===== src/hdl/scl_pkg.sv =====
// speed command limiter: shared constants, types and helpers
// assumes frequencies in 0.01 Hz units, analog percent in 0.01 % units

package scl_pkg;

    // ************************************************
    // widths and scales
    // ************************************************
    localparam int FREQ_W = 15;
    localparam int PCT_W = 16;
    localparam logic [FREQ_W-1:0] FREQ_MAX = 15'h7530;
    localparam logic [13:0] PCT_FULL = 14'h2710;
    localparam logic [28:0] PCT_DIV = 29'h0002710;
    localparam int STAGES = 16;

    // ************************************************
    // reset values
    // ************************************************
    localparam logic [FREQ_W-1:0] FLOOR_DEFAULT = 15'h0000;
    localparam logic [FREQ_W-1:0] CEIL_DEFAULT = 15'h1770;
    localparam logic [FREQ_W-1:0] CEIL_DEFAULT_ALT = 15'h1388;
    localparam logic [FREQ_W-1:0] LOWEST_DEFAULT = 15'h0000;
    localparam logic POLICY_DEFAULT = 1'b0;
    localparam logic [FREQ_W-1:0] JOG_DEFAULT = 15'h0258;
    localparam logic [STAGES-1:0][FREQ_W-1:0] STAGE_DEFAULTS = {
        15'h0000, 15'h0000, 15'h0000, 15'h0000,
        15'h0000, 15'h0000, 15'h0000, 15'h0000,
        15'h1388, 15'h0fa0, 15'h0bb8, 15'h07d0,
        15'h05dc, 15'h03e8, 15'h01f4, 15'h01f4};

    // ************************************************
    // modes
    // ************************************************
    typedef enum logic [1:0] {
        DIR_BOTH = 2'b00,
        DIR_FWD_ONLY = 2'b01,
        DIR_REV_ONLY = 2'b10,
        DIR_NEG_BIAS = 2'b11
    } scl_dir_e;

    typedef enum logic [3:0] {
        SRC_PANEL = 4'h0,
        SRC_PANEL_VR = 4'h1,
        SRC_AIN_A = 4'h2,
        SRC_AIN_B = 4'h3,
        SRC_SUM = 4'h4,
        SRC_MAX = 4'h5,
        SRC_MIN = 4'h6,
        SRC_PID = 4'h7,
        SRC_UPDOWN = 4'h8
    } scl_src_e;

    localparam scl_dir_e DIR_DEFAULT = DIR_FWD_ONLY;
    localparam scl_src_e SRC_DEFAULT = SRC_PANEL_VR;

    // ************************************************
    // carriers
    // ************************************************
    typedef struct packed {
        scl_dir_e direction_restrict_select;
        logic [FREQ_W-1:0] freq_floor;
        logic [FREQ_W-1:0] freq_ceiling;
        logic [FREQ_W-1:0] lowest_output_freq;
        logic min_output_policy;
        scl_src_e freq_source_select;
        logic [FREQ_W-1:0] jog_speed;
    } scl_cfg_s;

    typedef struct packed {
        logic [FREQ_W-1:0] freq;
        logic rev;
    } scl_cmd_s;

    function automatic logic [FREQ_W-1:0] scl_sat(input logic [FREQ_W-1:0] v);
        scl_sat = (v > FREQ_MAX) ? FREQ_MAX : v;
    endfunction : scl_sat

endpackage : scl_pkg


===== src/hdl/scl_scaler.sv =====
// linear mapping of a percent magnitude onto the floor..ceiling span
// assumes magnitude already clipped to full scale

`timescale 1ns/100ps
`default_nettype none

module scl_scaler
(
    // percent magnitude
    input wire logic [13:0] mag_i,
    // limits
    input wire logic [scl_pkg::FREQ_W-1:0] floor_i,
    input wire logic [scl_pkg::FREQ_W-1:0] ceiling_i,
    // result
    output logic [scl_pkg::FREQ_W-1:0] freq_o
);

    logic [scl_pkg::FREQ_W-1:0] span;
    logic [28:0] prod;
    logic [28:0] quot;

    always_comb
    begin
        // an inverted pair gives a flat floor rather than wrapping
        span = (ceiling_i >= floor_i) ? 15'(ceiling_i - floor_i) : 15'h0000;
        prod = 29'(span) * 29'(mag_i);
        quot = prod / scl_pkg::PCT_DIV;
        freq_o = 15'(floor_i + quot[14:0]);
    end

endmodule : scl_scaler

`default_nettype wire


===== src/hdl/scl_stage_table.sv =====
// table of sixteen preset speeds, entry 0 being the master speed
// assumes writes come as single-cycle strobes from the configuring side

`timescale 1ns/100ps
`default_nettype none

module scl_stage_table
(
    // clock and reset
    input wire logic clk_sys_i,
    input wire logic rst_i,
    // write port
    input wire logic wr_en_i,
    input wire logic [3:0] wr_idx_i,
    input wire logic [scl_pkg::FREQ_W-1:0] wr_val_i,
    // read port
    input wire logic [3:0] rd_idx_i,
    output logic [scl_pkg::FREQ_W-1:0] rd_val_o
);

    typedef struct packed {
        logic [scl_pkg::STAGES-1:0][scl_pkg::FREQ_W-1:0] spd;
    } scl_tbl_s;

    scl_tbl_s st_r;
    scl_tbl_s st_nxt;

    always_comb
    begin
        st_nxt = st_r;
        if (wr_en_i)
        begin
            st_nxt.spd[wr_idx_i] = scl_pkg::scl_sat(wr_val_i);
        end
    end

    always_ff @(posedge clk_sys_i or posedge rst_i)
    begin
        if (rst_i)
        begin
            st_r.spd <= scl_pkg::STAGE_DEFAULTS;
        end
        else
        begin
            st_r <= st_nxt;
        end
    end

    assign rd_val_o = st_r.spd[rd_idx_i];

endmodule : scl_stage_table

`default_nettype wire


===== src/hdl/scl_top.sv =====
// speed command limiter: resolves, scales, limits and restricts the
// frequency command handed to the output generator
// assumes all inputs synchronous to clk_sys_i; one cycle of latency

`timescale 1ns/100ps
`default_nettype none

module scl_top
#(
    parameter bit REGION_ALT = 1'b0
)
(
    // clock and reset
    input wire logic clk_sys_i,
    input wire logic rst_i,
    // configuration load
    input wire logic cfg_we_i,
    input wire scl_pkg::scl_cfg_s cfg_i,
    output scl_pkg::scl_cfg_s cfg_o,
    // preset table load
    input wire logic stage_we_i,
    input wire logic [3:0] stage_idx_i,
    input wire logic [scl_pkg::FREQ_W-1:0] stage_val_i,
    // run and direction request
    input wire logic run_i,
    input wire logic dir_rev_i,
    // auto operation
    input wire logic auto_active_i,
    input wire scl_pkg::scl_cmd_s auto_cmd_i,
    // jog
    input wire logic jog_i,
    // multi-function terminals, one while the contact is closed
    input wire logic ain_enable_i,
    input wire logic [3:0] stage_sel_i,
    // command sources
    input wire logic signed [scl_pkg::PCT_W-1:0] panel_vr_i,
    input wire logic signed [scl_pkg::PCT_W-1:0] analog_in_a_i,
    input wire logic signed [scl_pkg::PCT_W-1:0] analog_in_b_i,
    input wire logic signed [scl_pkg::PCT_W-1:0] pid_pct_i,
    input wire logic [scl_pkg::FREQ_W-1:0] updown_freq_i,
    // result to the output generator
    output scl_pkg::scl_cmd_s cmd_o,
    output logic forbidden_o
);

    // ************************************************
    // state
    // ************************************************
    typedef struct packed {
        scl_pkg::scl_cfg_s cfg;
        scl_pkg::scl_cmd_s cmd;
        logic forbidden;
    } scl_state_s;

    scl_state_s st_r;
    scl_state_s st_nxt;

    logic [3:0] tbl_idx;
    logic [scl_pkg::FREQ_W-1:0] tbl_val;
    logic [13:0] pct_mag;
    logic pct_neg;
    logic [scl_pkg::FREQ_W-1:0] scaled;

    // ************************************************
    // preset table and scaler
    // ************************************************
    // the table is shared: an active stage code reads its stage,
    // otherwise the master speed is read for the panel source
    assign tbl_idx = stage_sel_i;

    scl_stage_table u_table
    (
        .clk_sys_i(clk_sys_i),
        .rst_i(rst_i),
        .wr_en_i(stage_we_i),
        .wr_idx_i(stage_idx_i),
        .wr_val_i(stage_val_i),
        .rd_idx_i(tbl_idx),
        .rd_val_o(tbl_val)
    );

    // limits come from the registered configuration, never from cfg_i
    scl_scaler u_scaler
    (
        .mag_i(pct_mag),
        .floor_i(st_r.cfg.freq_floor),
        .ceiling_i(st_r.cfg.freq_ceiling),
        .freq_o(scaled)
    );

    // ************************************************
    // analog percent selection
    // ************************************************
    always_comb
    begin
        logic signed [16:0] pct;
        logic signed [16:0] abs_pct;
        logic allow_neg;
        pct = 17'sh00000;
        abs_pct = 17'sh00000;
        allow_neg = (st_r.cfg.direction_restrict_select == scl_pkg::DIR_NEG_BIAS);
        if (ain_enable_i)
        begin
            pct = 17'(analog_in_a_i);
        end
        else
        begin
            unique case (st_r.cfg.freq_source_select)
                scl_pkg::SRC_PANEL_VR: pct = 17'(panel_vr_i);
                scl_pkg::SRC_AIN_A: pct = 17'(analog_in_a_i);
                scl_pkg::SRC_AIN_B: pct = 17'(analog_in_b_i);
                // signed addition of the two inputs
                scl_pkg::SRC_SUM: pct = 17'(analog_in_a_i) + 17'(analog_in_b_i);
                scl_pkg::SRC_MAX:
                    pct = (analog_in_a_i > analog_in_b_i) ? 17'(analog_in_a_i)
                                                          : 17'(analog_in_b_i);
                scl_pkg::SRC_MIN:
                    pct = (analog_in_a_i < analog_in_b_i) ? 17'(analog_in_a_i)
                                                          : 17'(analog_in_b_i);
                scl_pkg::SRC_PID: pct = 17'(pid_pct_i);
                default: pct = 17'sh00000;
            endcase
        end
        // negative band reverses only under the bias setting
        pct_neg = allow_neg && (pct < 17'sh00000);
        if (pct_neg)
        begin
            abs_pct = -pct;
        end
        else if (pct < 17'sh00000)
        begin
            abs_pct = 17'sh00000;
        end
        else
        begin
            abs_pct = pct;
        end
        if (abs_pct > 17'(scl_pkg::PCT_FULL))
        begin
            pct_mag = scl_pkg::PCT_FULL;
        end
        else
        begin
            pct_mag = abs_pct[13:0];
        end
    end

    // ************************************************
    // resolve, limit and restrict
    // ************************************************
    always_comb
    begin
        logic [scl_pkg::FREQ_W-1:0] f;
        logic rev;
        logic fwd_bad;
        logic rev_bad;
        logic [scl_pkg::FREQ_W-1:0] fl;
        logic [scl_pkg::FREQ_W-1:0] cl;
        logic [scl_pkg::FREQ_W-1:0] lo;
        f = 15'h0000;
        rev = dir_rev_i;
        fwd_bad = 1'b0;
        rev_bad = 1'b0;
        fl = st_r.cfg.freq_floor;
        cl = st_r.cfg.freq_ceiling;
        lo = st_r.cfg.lowest_output_freq;
        st_nxt = st_r;

        if (cfg_we_i)
        begin
            st_nxt.cfg = cfg_i;
            st_nxt.cfg.freq_floor = scl_pkg::scl_sat(cfg_i.freq_floor);
            st_nxt.cfg.freq_ceiling = scl_pkg::scl_sat(cfg_i.freq_ceiling);
            st_nxt.cfg.lowest_output_freq = scl_pkg::scl_sat(cfg_i.lowest_output_freq);
            st_nxt.cfg.jog_speed = scl_pkg::scl_sat(cfg_i.jog_speed);
            // an unused source code falls back to the master speed
            if (cfg_i.freq_source_select > scl_pkg::SRC_UPDOWN)
            begin
                st_nxt.cfg.freq_source_select = scl_pkg::SRC_PANEL;
            end
        end

        // priority of command sources
        if (auto_active_i)
        begin
            f = auto_cmd_i.freq;
            rev = auto_cmd_i.rev;
        end
        else if (jog_i)
        begin
            f = st_r.cfg.jog_speed;
        end
        else if (ain_enable_i)
        begin
            f = scaled;
            rev = dir_rev_i ^ pct_neg;
        end
        else if (stage_sel_i != 4'h0)
        begin
            f = tbl_val;
        end
        else
        begin
            unique case (st_r.cfg.freq_source_select)
                scl_pkg::SRC_PANEL: f = tbl_val;
                scl_pkg::SRC_UPDOWN: f = updown_freq_i;
                default:
                begin
                    f = scaled;
                    rev = dir_rev_i ^ pct_neg;
                end
            endcase
        end

        // minimum output policy
        if ((fl < lo) && (f < lo))
        begin
            if (st_r.cfg.min_output_policy)
            begin
                f = lo;
            end
            else
            begin
                f = 15'h0000;
            end
        end
        else if (f < fl)
        begin
            f = fl;
        end
        // ceiling last, so an inverted pair can never exceed it
        if (f > cl)
        begin
            f = cl;
        end

        // forbidden direction is zeroed, never turned round
        fwd_bad = (st_r.cfg.direction_restrict_select == scl_pkg::DIR_REV_ONLY) && !rev;
        rev_bad = (st_r.cfg.direction_restrict_select == scl_pkg::DIR_FWD_ONLY) && rev;
        // the refused direction stays on cmd rev for the generator to see
        st_nxt.forbidden = run_i && (fwd_bad || rev_bad);
        if (!run_i || fwd_bad || rev_bad)
        begin
            f = 15'h0000;
        end
        st_nxt.cmd.freq = f;
        st_nxt.cmd.rev = rev;
    end

    // ************************************************
    // registers
    // ************************************************
    always_ff @(posedge clk_sys_i or posedge rst_i)
    begin
        if (rst_i)
        begin
            st_r.cfg.direction_restrict_select <= scl_pkg::DIR_DEFAULT;
            st_r.cfg.freq_floor <= scl_pkg::FLOOR_DEFAULT;
            st_r.cfg.freq_ceiling <= REGION_ALT ? scl_pkg::CEIL_DEFAULT_ALT
                                                : scl_pkg::CEIL_DEFAULT;
            st_r.cfg.lowest_output_freq <= scl_pkg::LOWEST_DEFAULT;
            st_r.cfg.min_output_policy <= scl_pkg::POLICY_DEFAULT;
            st_r.cfg.freq_source_select <= scl_pkg::SRC_DEFAULT;
            st_r.cfg.jog_speed <= scl_pkg::JOG_DEFAULT;
            // the generator sees a stopped command until the first edge
            st_r.cmd <= '0;
            st_r.forbidden <= 1'b0;
        end
        else
        begin
            st_r <= st_nxt;
        end
    end

    // ************************************************
    // outputs
    // ************************************************
    assign cfg_o = st_r.cfg;
    assign cmd_o = st_r.cmd;
    assign forbidden_o = st_r.forbidden;

endmodule : scl_top

`default_nettype wire


===== config.mk =====
export PLATFORM = sky130hd
export DESIGN_NAME = scl_top
export DESIGN_NICKNAME = d
export VERILOG_FILES = /design/src/hdl/scl_pkg.sv /design/src/hdl/scl_scaler.sv /design/src/hdl/scl_stage_table.sv /design/src/hdl/scl_top.sv
export SDC_FILE = /design/constraint.sdc
export NUM_CORES = 2
export LEC_CHECK = 0
export BUFFER_PORTS_ARGS = -buffer_cell sky130_fd_sc_hd__buf_2
export CORE_UTILIZATION = 34
export DETAILED_ROUTE_END_ITERATION = 8
export SLEW_MARGIN = 20
export SYNTH_ARGS = -nofsm -noshare
export SYNTH_HDL_FRONTEND = slang
export SYNTH_SLANG_ARGS = --single-unit

===== constraint.sdc =====
create_clock -name clk_sys_i -period 35.1 [get_ports clk_sys_i]
set_clock_uncertainty 0.2 [all_clocks]
set_input_delay 0 -clock clk_sys_i [delete_from_list [all_inputs] [get_ports clk_sys_i]]
set_output_delay 0 -clock clk_sys_i [all_outputs]
set_load 0.05 [all_outputs]

==> results.md <==
- Nets: 4935
- Syn Inst Count: 4024
- Fill cells: 10.02k
- Initial antenna violation count: 21
- Core area: 0.1001 mm^2
- Max_cap viols: 0
- Routed Antenna Nets: 0
- Slew Viols, Final: 0
- Fraction of layout instances using a drive strength above 1: 17.75%
- CTS tree: yes
- Reg-to-Reg End: cmd_o[3]
- Reg area: 0.008192 mm^2
- Die Area: 0.1026 mm^2
- Syn Area/Cell: 8.557 um^2
- FF-to-FF Start: cfg_o[16]
- Max Buffers Root-to-Sink: 3
- Crit end category: register
- Top cells by area, synth: dfrtp_1, fa_1, ha_1, nand2_1, o21ai_0
- Highest Clock Rate: 0.03022 GHz
- Multi-input logic area: 0.02465 mm^2
- First-pass GRT wire length: 189700 um
- Final hold vios: 0
- Syn Nets: 4586
- Worst-Margin Slew: 1.158 ns
- Final worst path period share: 94.29%
- Hold Path Sink: u_table.st_r[125]
- DRT Pass-1 Iters: 6
- Finished Layout Cells: 5705
- Met2 global-route usage: 38.58%
- # IOs: 278
- Tot GR Track Use: 23.69%
- Rel. slew slack: 22.22%
- Placed insts: 5465
- Largest stage delay, worst path: 0.67 ns
- Worst Setup SP: cfg_o[16]
- Ys flop type: dfrtp_1
- Crit Path Max Fanout: 19
- Worst hold start: stage_idx_i[2]
- DP HPWL: 95390 um
- Clock sink count: 324
- Avg WL per Cell: 21.68 um
- Met1 usage: 31.83%
- DRC Markers: 0
- Cell Area, Synth: 0.03443 mm^2
- WHS Path Cells: 5
- Worst Path Required: 35.29 ns
- Vias per cell: 5.703
- Crit path top cell by count: a21oi_1
- Critical path class: reg2reg
- Post-synth ARST share: 100.0%
- Final worst-path setup slack: 2.004 ns
- Register area share after synthesis: 23.77%
- HP Class: in2reg
- Outcome: completed
- Area delta synth->final: 17.08%
- GR Overflow Total: 0
- Starting Density: 34.38%
- Die height: 320.2 um
- H-tree depth: 2
- GPL Wtd Cong: 0.9770
- Type of origin of the critical path: register
- Top-area cell type share of the netlist area: 19.04%
- Row cnt: 116
- Final Core Density: 40.26%
- Via count: 32.54k
- I/O Buffers: 277
- R2R depth: 131
- Flop-to-flop setup slack: 2.00 ns
- Distinct cells, synth: 141
- EDFF count, synth: 0
- Final min period: 33.10 ns
- Clock latency on the worst-skew pair: 0.55 ns
- FF+latch count, synth: 324
- Place WS: 0.5175 ns
- WL final: 123700 um
- Largest net degree at the start of global routing: 188
- Initial DRC Count: 2746
- CP max stage cell: or4b_2
- CTS Root Cell: clkbuf_16
- Clock slew at reported path FFs: 0.06 ns
- CTS buffer count: 35
- Vias in the first global route: 31.54k
- Yosys top cell by area: dfrtp_1
- Synth warn: 0
- Chip width: 320.2 um
- Met3 usage: 4.420%
- GRT Max-Usage Layer: met2
- Setup violators final: 0
- Worst EP arrival: 33.29 ns
==> cell families after synthesis <==
group	after synthesis	share of synthesized area, %
compound gates	1109	22.08
flops	324	23.77
xor+xnor	130	3.576
mux	215	8.990
simple gates	1389	19.13
buf+inv	479	5.389
fa+ha+maj	378	17.06
==> cell type report <==
type / instances / share of cell area (%)
inverter: 285 / 2.678
tap: 1298 / 4.028
antenna: 7 / 0.04345
clock inverter: 18 / 0.6704
multi-input combinational: 3221 / 61.15
timing repair buffer: 506 / 8.808
sequential: 324 / 20.32
clock buffer: 46 / 2.300
==> per-stage QoR <==
stage / instance area, um^2 / TNS, ns / hold WS [ns]
3_5_place_dp: 37180 / 0 / 0.02715
2_1_floorplan: 34430 / 0 / -0.09096
6_report: 40310 / 0 / 0.01889
5_1_grt: 40310 / -0.1768 / 0.03546
4_1_cts: 39970 / 0 / 0.005183
3_3_place_gp: 37170 / 0 / 0.02300
==> routing by layer <==
metal  routed length [um]  share of wire, %  vias to the layer above
li1                     -                 -                    15140
met4                 3870               3.1                       22
met5                  145              0.12                        -
met1                53740                43                    16020
met2                57210                46                     1112
met3                 8727               7.1                      240
==> worst max-delay path: cells and delay by family (launching register included) <==
family / cells / cell delay [ns]
AO/OA/AOI/OAI: 59 / 13.46
XOR/XNOR: 6 / 1.31
adder cells (fa/ha/maj): 13 / 5.25
buffers and inverters: 12 / 1.50
flip-flops: 1 / 0.54
multiplexers: 4 / 1.07
AND/OR/NAND/NOR: 37 / 9.57
==> sequential cells by signal (all words and copies together), names as in the netlist <==
register      count
cfg_o            67
cmd_o            16
forbidden_o       1
u_table.st_r    240
==> cells in the mapped netlist (37+ instances only) <==
cell type and count:
nand2_1 532, o21ai_0 360, nor2_1 316, inv_1 278, dfrtp_1 262, ha_1 212, a21oi_1 206, fa_1 156
clkbuf_1 145, nand3_1 90, xnor2_1 88, mux2_2 79, nor3_1 74, mux2i_1 66, mux4_2 66, dfstp_2 62
and2_1 55, nor2b_1 50, nand2b_1 46, nand4_1 37
==> cell usage in the layout, fill, tap and decap left out, types with 37 or more instances in the layout <==
cell type      Yosys  layout
nand2_1          532     527
o21ai_0          360     356
nor2_1           316     313
inv_1            278     277
buf_2             17     276
dfrtp_1          262     260
ha_1             212     212
a21oi_1          206     205
dlygate4sd3_1      0     159
fa_1             156     156
nand3_1           90      90
xnor2_1           88      88
mux2_2            79      79
nor3_1            74      70
buf_4              7      68
mux4_2            66      66
mux2i_1           66      62
dfstp_2           62      61
and2_1            55      54
nor2b_1           50      47
nand2b_1          46      46
nand4_1           37      37
==> worst max-delay path by stage <==
stage                endpoint  slack [ns]  depth (start not counted)
floorplan           cmd_o[12]        4.86                        134
CTS                  cmd_o[8]        0.47                        129
global route         cmd_o[6]       -0.04                        133
finish               cmd_o[3]        2.00                        131
detailed placement   cmd_o[8]        0.52                        132
global placement    cmd_o[11]        0.93                        131
==> what timing repair did <==
| action | CTS | global route |
|---|---|---|
| setup buffers | 0 | 9 |
| gates resized for setup | 0 | 50 |
| hold buffers | 159 | 0 |
| endpoints found under the setup margin | 0 | 15 |
| hold endpoints to repair | 418 | 0 |
Power is left out: the tool's default activity adds up to more than one toggle a clock period on the data nets, which glitch-free logic cannot reach.
